`config.mk`:
```
export PLATFORM = sky130hd
export DESIGN_NAME = fhbf_target
export DESIGN_NICKNAME = d
export VERILOG_FILES = /design/src/common/fhbf_pkg.sv /design/src/verilog/fhbf_target.sv
export VERILOG_INCLUDE_DIRS = /design/src /design/src/common
export SDC_FILE = /design/constraint.sdc
export NUM_CORES = 1
export LEC_CHECK = 0
export BUFFER_PORTS_ARGS = -buffer_cell sky130_fd_sc_hd__buf_2
export CAP_MARGIN = 30
export CELL_PAD_IN_SITES_DETAIL_PLACEMENT = 1
export CELL_PAD_IN_SITES_GLOBAL_PLACEMENT = 2
export CORE_ASPECT_RATIO = 1.4
export CORE_MARGIN = 1.5
export CORE_UTILIZATION = 39
export DETAILED_ROUTE_END_ITERATION = 10
export GPL_ROUTABILITY_DRIVEN = 0
export PLACE_DENSITY = 0.83
export RECOVER_POWER = 100
export SYNTH_ARGS = -nofsm -noshare
export SYNTH_HDL_FRONTEND = slang
export SYNTH_SLANG_ARGS = --single-unit
```
`constraint.sdc`:
```
create_clock -name sys_clk -period 3.8 [get_ports sys_clk]
set_input_delay 0.38 -clock sys_clk [delete_from_list [all_inputs] [get_ports sys_clk]]
set_output_delay 0.38 -clock sys_clk [all_outputs]
set_load 0.01 [all_outputs]
```
`src/common/fhbf_defines.svh`:
```
// constants for the nibble bus framing target
// Function
// RULE1 - host holds bus reset at least 1 ms after supply is stable
// RULE2 - host holds bus reset at least 100 us after clock is stable
// RULE3 - any reset or restart pulse lasts at least 100 ns
// RULE4 - on reset the device floats the nibble bus within 48 ns
// RULE5 - reset during program or erase completes 20 us later
// RULE6 - four two-way nibble lines plus one framing input
// RULE7 - start cycle uses a reserved code other peripherals ignore
// RULE8 - all information moves as 4-bit fields on the nibble lines
// RULE9 - field length depends on field type, tracked per field
// RULE10 - read and write fields follow one fixed order
// RULE11 - host translates system addresses into device-local addresses
// RULE12 - only single-byte transfers, size field must be 0000
// RULE13 - start 1101 reads, 1110 writes, last start before frame rises
// RULE14 - select nibble must equal the strap select pins
// RULE15 - 28-bit address in seven nibbles msb first, then size
// RULE16 - read: turnaround, wait syncs, ready sync, data low nibble first
// RULE17 - reset drops any partial transaction; wait for new start
`ifndef FHBF_DEFINES_SVH
`define FHBF_DEFINES_SVH

// ----------------------------------------------------------------
// field codes
// ----------------------------------------------------------------
`define FHBF_START_RD 4'hd
`define FHBF_START_WR 4'he
`define FHBF_SIZE_ONE 4'h0
`define FHBF_WAIT_SYNC_CODE 4'h5
`define FHBF_READY_SYNC_CODE 4'h0
`define FHBF_TAR 4'hf
`define FHBF_NIB_LAST 3'h6
`define FHBF_CNT_ZERO 3'h0
`define FHBF_CNT_ONE 3'h1
`define FHBF_WAIT_DEF 2

// ----------------------------------------------------------------
// timing
// ----------------------------------------------------------------
`define FHBF_CLK_NS 4
`define FHBF_PWR_MS 1
`define FHBF_CLKSTAB_US 100
`define FHBF_PULSE_NS 100
`define FHBF_FLOAT_NS 48
`define FHBF_FLOAT_CYC (`FHBF_FLOAT_NS / `FHBF_CLK_NS)
`define FHBF_LAT_US 20
`define FHBF_LAT_CYC (`FHBF_LAT_US * 1000 / `FHBF_CLK_NS)

`endif

```
`src/common/fhbf_pkg.sv`:
```
// types for the nibble bus framing target
package fhbf_pkg;
  typedef enum logic [3:0] {
    ST_IDLE,
    ST_SEL,
    ST_ADDR,
    ST_SIZE,
    ST_WDATA,
    ST_HTAR,
    ST_WAIT,
    ST_READY_SYNC_CODE,
    ST_RDATA,
    ST_DTAR
  } fhbf_state_t;
endpackage

```
`src/verilog/fhbf_target.sv`:
```
// nibble bus framing target with reset sequencing
`timescale 1ns/1ps
`default_nettype none
`include "fhbf_defines.svh"

module fhbf_target #(
  parameter int WAIT_CNT = `FHBF_WAIT_DEF,
  parameter int RESET_LAT_CYC = `FHBF_LAT_CYC
) (
  input wire logic sys_clk,
  input wire logic rst_n,
  input wire logic bus_reset_n,
  input wire logic frame_control_in_n,
  input wire logic [3:0] nibble_bus_in,
  output logic [3:0] nibble_bus_out,
  output logic nibble_bus_oe,
  input wire logic [3:0] strap_select_pins,
  input wire logic op_busy,
  output logic dev_ready,
  output logic mem_rd_req,
  output logic mem_wr_req,
  output logic [27:0] mem_addr,
  output logic [7:0] mem_wr_data,
  input wire logic [7:0] mem_rd_data
);

  // ----------------------------------------------------------------
  // elaboration checks
  // ----------------------------------------------------------------
  localparam int FLOAT_CYC = `FHBF_FLOAT_CYC;
  generate
    if (WAIT_CNT < 1 || WAIT_CNT > 7) begin : g_bad_wait
      $error("wait count must lie in 1..7");
    end
    if (RESET_LAT_CYC < 1 || RESET_LAT_CYC > 65535) begin : g_bad_lat
      $error("reset latency must lie in 1..65535");
    end
    if (FLOAT_CYC < 1) begin : g_bad_float
      $error("float bound below one cycle");
    end
  endgenerate

  // ----------------------------------------------------------------
  // reset latency
  // ----------------------------------------------------------------
  logic [15:0] lat_cnt_ff;
  logic bus_rst_q_ff;
  logic link_ok;

  always_ff @(posedge sys_clk or negedge rst_n) begin
    if (!rst_n) begin
      bus_rst_q_ff <= 1'b1;
    end else begin
      bus_rst_q_ff <= bus_reset_n;
    end
  end

  // core needs time to stop a program or erase safely
  always_ff @(posedge sys_clk or negedge rst_n) begin
    if (!rst_n) begin
      lat_cnt_ff <= 16'h0000;
    end else if (bus_rst_q_ff && !bus_reset_n && op_busy) begin
      lat_cnt_ff <= 16'(RESET_LAT_CYC); // RULE5
    end else if (lat_cnt_ff != 16'h0000) begin
      lat_cnt_ff <= lat_cnt_ff - 16'h0001;
    end
  end

  assign dev_ready = bus_reset_n && (lat_cnt_ff == 16'h0000); // RULE5
  assign link_ok = dev_ready;

  // ----------------------------------------------------------------
  // field sequencer
  // ----------------------------------------------------------------
  fhbf_pkg::fhbf_state_t state_ff;
  logic [2:0] cnt_ff;
  logic is_wr_ff;
  logic [27:0] addr_ff;
  logic [7:0] wdata_ff;
  logic [7:0] rdbyte_ff;
  logic [3:0] out_ff;
  logic oe_ff;
  logic rd_req_ff;
  logic wr_req_ff;
  logic is_start;

  assign is_start = (nibble_bus_in == `FHBF_START_RD) ||
                    (nibble_bus_in == `FHBF_START_WR); // RULE7

  always_ff @(posedge sys_clk or negedge rst_n) begin
    if (!rst_n) begin
      state_ff <= fhbf_pkg::ST_IDLE;
      cnt_ff <= `FHBF_CNT_ZERO;
      is_wr_ff <= 1'b0;
      addr_ff <= 28'h0000000;
      wdata_ff <= 8'h00;
      rdbyte_ff <= 8'h00;
      out_ff <= 4'h0;
      oe_ff <= 1'b0;
      rd_req_ff <= 1'b0;
      wr_req_ff <= 1'b0;
    end else begin
      rd_req_ff <= 1'b0;
      wr_req_ff <= 1'b0;
      if (!link_ok) begin
        state_ff <= fhbf_pkg::ST_IDLE; // RULE17
        oe_ff <= 1'b0; // RULE4
        cnt_ff <= `FHBF_CNT_ZERO;
      end else if (!frame_control_in_n) begin
        // only the last start before frame rises counts
        oe_ff <= 1'b0;
        cnt_ff <= `FHBF_CNT_ZERO;
        state_ff <= is_start ? fhbf_pkg::ST_SEL : fhbf_pkg::ST_IDLE; // RULE13
        is_wr_ff <= (nibble_bus_in == `FHBF_START_WR); // RULE13
      end else begin
        case (state_ff)
          fhbf_pkg::ST_SEL: begin
            state_ff <= (nibble_bus_in == strap_select_pins) ?
                        fhbf_pkg::ST_ADDR : fhbf_pkg::ST_IDLE; // RULE14
          end
          fhbf_pkg::ST_ADDR: begin
            addr_ff <= {addr_ff[23:0], nibble_bus_in}; // RULE15
            cnt_ff <= cnt_ff + `FHBF_CNT_ONE;
            if (cnt_ff == `FHBF_NIB_LAST) begin
              state_ff <= fhbf_pkg::ST_SIZE; // RULE15
              cnt_ff <= `FHBF_CNT_ZERO;
            end
          end
          fhbf_pkg::ST_SIZE: begin
            // multibyte sizes are left unanswered
            if (nibble_bus_in != `FHBF_SIZE_ONE) begin
              state_ff <= fhbf_pkg::ST_IDLE; // RULE12
            end else if (is_wr_ff) begin
              state_ff <= fhbf_pkg::ST_WDATA; // RULE10
            end else begin
              rd_req_ff <= 1'b1;
              state_ff <= fhbf_pkg::ST_HTAR; // RULE10
            end
          end
          fhbf_pkg::ST_WDATA: begin
            if (cnt_ff == `FHBF_CNT_ZERO) begin
              wdata_ff[3:0] <= nibble_bus_in; // RULE8
              cnt_ff <= `FHBF_CNT_ONE;
            end else begin
              wdata_ff[7:4] <= nibble_bus_in; // RULE8
              wr_req_ff <= 1'b1;
              cnt_ff <= `FHBF_CNT_ZERO;
              state_ff <= fhbf_pkg::ST_HTAR;
            end
          end
          fhbf_pkg::ST_HTAR: begin
            if (cnt_ff == `FHBF_CNT_ZERO) begin
              cnt_ff <= `FHBF_CNT_ONE; // RULE9
            end else begin
              oe_ff <= 1'b1; // RULE16
              cnt_ff <= `FHBF_CNT_ZERO;
              if (is_wr_ff) begin
                out_ff <= `FHBF_READY_SYNC_CODE;
                state_ff <= fhbf_pkg::ST_READY_SYNC_CODE;
              end else begin
                out_ff <= `FHBF_WAIT_SYNC_CODE; // RULE16
                state_ff <= fhbf_pkg::ST_WAIT;
              end
            end
          end
          fhbf_pkg::ST_WAIT: begin
            if (cnt_ff == 3'(WAIT_CNT - 1)) begin
              // memory must answer within the wait syncs
              rdbyte_ff <= mem_rd_data;
              out_ff <= `FHBF_READY_SYNC_CODE; // RULE16
              cnt_ff <= `FHBF_CNT_ZERO;
              state_ff <= fhbf_pkg::ST_READY_SYNC_CODE;
            end else begin
              cnt_ff <= cnt_ff + `FHBF_CNT_ONE; // RULE9
            end
          end
          fhbf_pkg::ST_READY_SYNC_CODE: begin
            if (is_wr_ff) begin
              out_ff <= `FHBF_TAR;
              state_ff <= fhbf_pkg::ST_DTAR;
            end else begin
              out_ff <= rdbyte_ff[3:0]; // RULE16
              state_ff <= fhbf_pkg::ST_RDATA;
            end
          end
          fhbf_pkg::ST_RDATA: begin
            if (cnt_ff == `FHBF_CNT_ZERO) begin
              out_ff <= rdbyte_ff[7:4]; // RULE16
              cnt_ff <= `FHBF_CNT_ONE;
            end else begin
              out_ff <= `FHBF_TAR;
              cnt_ff <= `FHBF_CNT_ZERO;
              state_ff <= fhbf_pkg::ST_DTAR;
            end
          end
          fhbf_pkg::ST_DTAR: begin
            if (cnt_ff == `FHBF_CNT_ZERO) begin
              oe_ff <= 1'b0; // RULE16
              cnt_ff <= `FHBF_CNT_ONE;
            end else begin
              cnt_ff <= `FHBF_CNT_ZERO;
              state_ff <= fhbf_pkg::ST_IDLE;
            end
          end
          default: begin
            state_ff <= fhbf_pkg::ST_IDLE;
            oe_ff <= 1'b0;
          end
        endcase
      end
    end
  end

  // gating by the pin itself floats well inside the 48 ns bound
  assign nibble_bus_oe = oe_ff && bus_reset_n; // RULE4 RULE6
  assign nibble_bus_out = out_ff;
  assign mem_rd_req = rd_req_ff;
  assign mem_wr_req = wr_req_ff;
  assign mem_addr = addr_ff;
  assign mem_wr_data = wdata_ff;

  // ----------------------------------------------------------------
  // assertions
  // ----------------------------------------------------------------
  property p_float;
    @(posedge sys_clk) disable iff (!rst_n)
      !bus_reset_n |-> !nibble_bus_oe;
  endproperty
  a_float: assert property (p_float) else $error("bus not floated"); // RULE4

  property p_latency;
    @(posedge sys_clk) disable iff (!rst_n)
      (bus_rst_q_ff && !bus_reset_n && op_busy) |=> !dev_ready[*8];
  endproperty
  a_latency: assert property (p_latency) else $error("latency skipped"); // RULE5

  property p_abort;
    @(posedge sys_clk) disable iff (!rst_n)
      !bus_reset_n |=> (state_ff == fhbf_pkg::ST_IDLE) && !oe_ff;
  endproperty
  a_abort: assert property (p_abort) else $error("transfer survived reset"); // RULE17

  property p_start;
    @(posedge sys_clk) disable iff (!rst_n || !link_ok)
      (!frame_control_in_n && nibble_bus_in == `FHBF_START_RD)
      |=> state_ff == fhbf_pkg::ST_SEL && !is_wr_ff;
  endproperty
  a_start: assert property (p_start) else $error("read start missed"); // RULE13

  property p_select;
    @(posedge sys_clk) disable iff (!rst_n || !link_ok)
      (state_ff == fhbf_pkg::ST_SEL && frame_control_in_n &&
       nibble_bus_in != strap_select_pins) |=> state_ff == fhbf_pkg::ST_IDLE;
  endproperty
  a_select: assert property (p_select) else $error("foreign select taken"); // RULE14

  property p_addr;
    @(posedge sys_clk) disable iff (!rst_n || !link_ok || !frame_control_in_n)
      (state_ff == fhbf_pkg::ST_SEL && nibble_bus_in == strap_select_pins)
      |=> (state_ff == fhbf_pkg::ST_ADDR)[*7] ##1
          state_ff == fhbf_pkg::ST_SIZE;
  endproperty
  a_addr: assert property (p_addr) else $error("address length wrong"); // RULE15

  property p_size;
    @(posedge sys_clk) disable iff (!rst_n || !link_ok || !frame_control_in_n)
      (state_ff == fhbf_pkg::ST_SIZE && nibble_bus_in != `FHBF_SIZE_ONE)
      |=> state_ff == fhbf_pkg::ST_IDLE && !mem_rd_req;
  endproperty
  a_size: assert property (p_size) else $error("multibyte accepted"); // RULE12

  property p_first_sync;
    @(posedge sys_clk) disable iff (!rst_n || !link_ok)
      $rose(nibble_bus_oe) |->
        nibble_bus_out == (is_wr_ff ? `FHBF_READY_SYNC_CODE : `FHBF_WAIT_SYNC_CODE);
  endproperty
  a_first_sync: assert property (p_first_sync) else $error("bad sync"); // RULE16

  property p_rdata;
    @(posedge sys_clk) disable iff (!rst_n || !link_ok || !frame_control_in_n)
      (state_ff == fhbf_pkg::ST_READY_SYNC_CODE && !is_wr_ff) |=>
        nibble_bus_out == rdbyte_ff[3:0] ##1
        nibble_bus_out == rdbyte_ff[7:4] ##1
        nibble_bus_out == `FHBF_TAR && nibble_bus_oe ##1 !nibble_bus_oe;
  endproperty
  a_rdata: assert property (p_rdata) else $error("read data order"); // RULE16

  property p_wr_order;
    @(posedge sys_clk) disable iff (!rst_n)
      mem_wr_req |-> $past(state_ff) == fhbf_pkg::ST_WDATA;
  endproperty
  a_wr_order: assert property (p_wr_order) else $error("write out of order"); // RULE10

  c_read: cover property (@(posedge sys_clk) disable iff (!rst_n)
    state_ff == fhbf_pkg::ST_RDATA);
  c_write: cover property (@(posedge sys_clk) disable iff (!rst_n)
    mem_wr_req);
  c_latency: cover property (@(posedge sys_clk) disable iff (!rst_n)
    $fell(lat_cnt_ff != 16'h0000));

endmodule
`default_nettype wire

```
==> metrics.txt <==
outcome=finished with violations; violated checks=max-capacitance violations, max-slew violations; DRT antenna net count=0; RSZ-0062 raised after global routing=false; Slew @ Worst Pin=1730 ps; Crit Path Max Fanout=11; non-filler cells, final=509; # IOs=65; FF+latch area=0.00190 mm2; Post-synth EDFFs=0; port bufs=64; number of vias per cell=5.55; fill count=1,102; Max Cap Viol=1; Cells after Synth=338; vias=2,824; CTS tree=yes; setup TNS=0 ps; critical path class=flop to flop; final period utilization=76.0%; drt initial violations=112; largest net degree at the start of global routing=77; WL/cell=17.6 um; Resized Gates After CTS=0; Yosys cell types=59; Synth area leaders=dfrtp_1 49%, mux2_1 7.4%, mux2_4 4.7%; fmax=346 MHz; CP startpoint=lat_cnt_ff[0]$_DFFE_PN0P_; Worst Setup Start Kind=flop; share of the synthesized area in the top cell type=49.4%; Mapped Nets=361; Leak=1.98 nW; mean post-synth cell area=11.2 um2; die width=86.4 um; Reg clk slew, reported paths=60 ps; Arr. time, crit path=3100 ps; total power=1.95 mW; final clock skew=7.59 ps; HP Start=bus_reset_n; crit path capture type=flop; reg2reg start=lat_cnt_ff[0]$_DFFE_PN0P_; Ys Warns=0; #FFs+latches synth=76; H-tree levels=3; row count=42; DR pass1 iterations=4; share of post-route cells with drive strength above 1=14.3%; core area=0.00946 mm2; Root Buffer=clkbuf_16; Hold Vio Cnt, Final=0; crit path max-delay cell type=nor3_4; starting density of the core=40.2%; Placed Instances=491; Remaining DRCs=0; total wire length=8.96 mm; Required @ worst endpoint=4010 ps; clock sink total=76; vias in the first global route=3,007; max-slew violation count=70; Mapped Area=0.00380 mm2; Die Ht=120 um; Clock Path Buffers=2; Worst VDD drop=0.217 mV; layout net count=417; first-pass GRT wire length=14.8 mm; Synth-to-Final Area Change=14.9%; # diodes=0; initial antenna violation count=0; DP Wirelength=6.27 mm; register area share after synthesis=50.1%; hold crit path type=primary input to flop; critical-path cell list=inv_1 > ha_1 > nor3b_1 > and2_0 > nand4_1 > nor3_4 > mux2_1; Multi-input gate area=0.00172 mm2; Post-synth ARST share=100%; PwrDens=446 mW/mm2; gr usage total=18.6%; worst-skew pair later-pin latency=330 ps; Post-CTS Setup Bufs=0; Num CTS Buffers=9; Slew HR=-15.3%; global route overflow=0; fin crit period=2890 ps; Yosys top cell by area=dfrtp_1; die area=0.0104 mm2; final setup vio count=0; Synth Flop Type=dfrtp_1; Max stage delay on crit path=580 ps
==> cells in the final DEF (no fill, tap or decap), types with 7 or more instances in the layout <==
cell | synthesis | layout
dfrtp_1 | 75 | 75
clkbuf_1 | 14 | 46
mux2_1 | 25 | 35
nor2_1 | 32 | 32
buf_2 | 3 | 18
nand2_1 | 17 | 17
o21ai_0 | 14 | 15
mux2_2 | 11 | 11
a21oi_1 | 10 | 10
nor3_1 | 8 | 9
xor2_1 | 9 | 9
clkbuf_16 | 0 | 9
xnor2_1 | 8 | 8
o211ai_1 | 7 | 7
==> path summary, 6_finish.rpt <==
path,to,slack [ps],depth (start not counted)
max in group asynchronous,cnt_ff[0]$_DFFE_PN0P_,1280,3
max reg2reg,rdbyte_ff[4]$_DFFE_PN0P_,910,7
max,rdbyte_ff[4]$_DFFE_PN0P_,910,7
min reg2reg,rdbyte_ff[1]$_DFFE_PN0P_,490,1
min,bus_rst_q_ff$_DFF_PN1_,240,1
min in group asynchronous,lat_cnt_ff[9]$_DFFE_PN0P_,500,2
==> logic make-up after synthesis <==
logic type / Yosys count / share of synthesized area (%)
compound gates: 59 / 10.4
xor+xnor: 17 / 3.92
fa+ha+maj: 2 / 0.658
buf+inv: 27 / 3.16
flops: 76 / 50.1
mux: 48 / 15.4
simple gates: 109 / 16.4
==> state kept, by name, indices dropped and copies added, names as in the netlist <==
name	cells
mem_wr_req	1
mem_wr_data	8
mem_addr	28
is_wr_ff	1
bus_rst_q_ff	1
lat_cnt_ff	16
state_ff	4
nibble_bus_out	4
mem_rd_req	1
cnt_ff	3
rdbyte_ff	8
oe_ff	1
==> metal layers <==
metal	track usage, %	up-vias	wire [um]
met5	0	-	0
met1	21.3	1436	3680
met3	3.65	11	266
met2	33.3	49	4870
met4	7.46	0	146
li1	-	1328	-
==> cell type report <==
class	count	area share [%]
clock inverters	6	1.60
well taps	110	3.15
flip-flops and latches	76	43.6
repair buffers	66	6.36
inverters	6	0.515
clock buffers	10	5.47
multi-input cells	235	39.3
==> Yosys cell counts (8+ instances only) <==
cell type,count
dfrtp_1,75
nor2_1,32
mux2_1,25
nand2_1,17
clkbuf_1,14
o21ai_0,14
mux2_4,12
mux2_2,11
a21oi_1,10
xor2_1,9
nor3_1,8
xnor2_1,8
==> metrics by stage <==
step	setup slack [ps]	cell area [um2]	hold slack, ps	util [%]
floorplan	1660	3800	84.4	-
global placement	1150	4160	469	44.0
detailed placement	1100	4160	480	44.0
CTS	1070	4470	208	47.3
global route	575	4370	255	46.2
finish	913	4370	243	46.2
==> worst max-delay path: cells and delay by family (launching register included) <==
family / cells / cell delay, ps
DFF: 1 / 410
buffers and inverters: 1 / 90
adders and majority gates: 1 / 160
muxes: 1 / 370
and+or+nand+nor: 4 / 1730
==> repair_timing <==
action,CTS,global route
endpoints found under the setup margin,0,0
hold buffers,0,1
hold endpoints to repair,0,6
==> power by group <==
part	switching [mW]	leakage (nW)	internal, mW	total (mW)
clock	0.344	0.153	0.532	0.876
sequential	0.0483	1.03	0.849	0.898
combinational	0.0991	0.801	0.0754	0.175
Power figures use the tool's default switching activity.
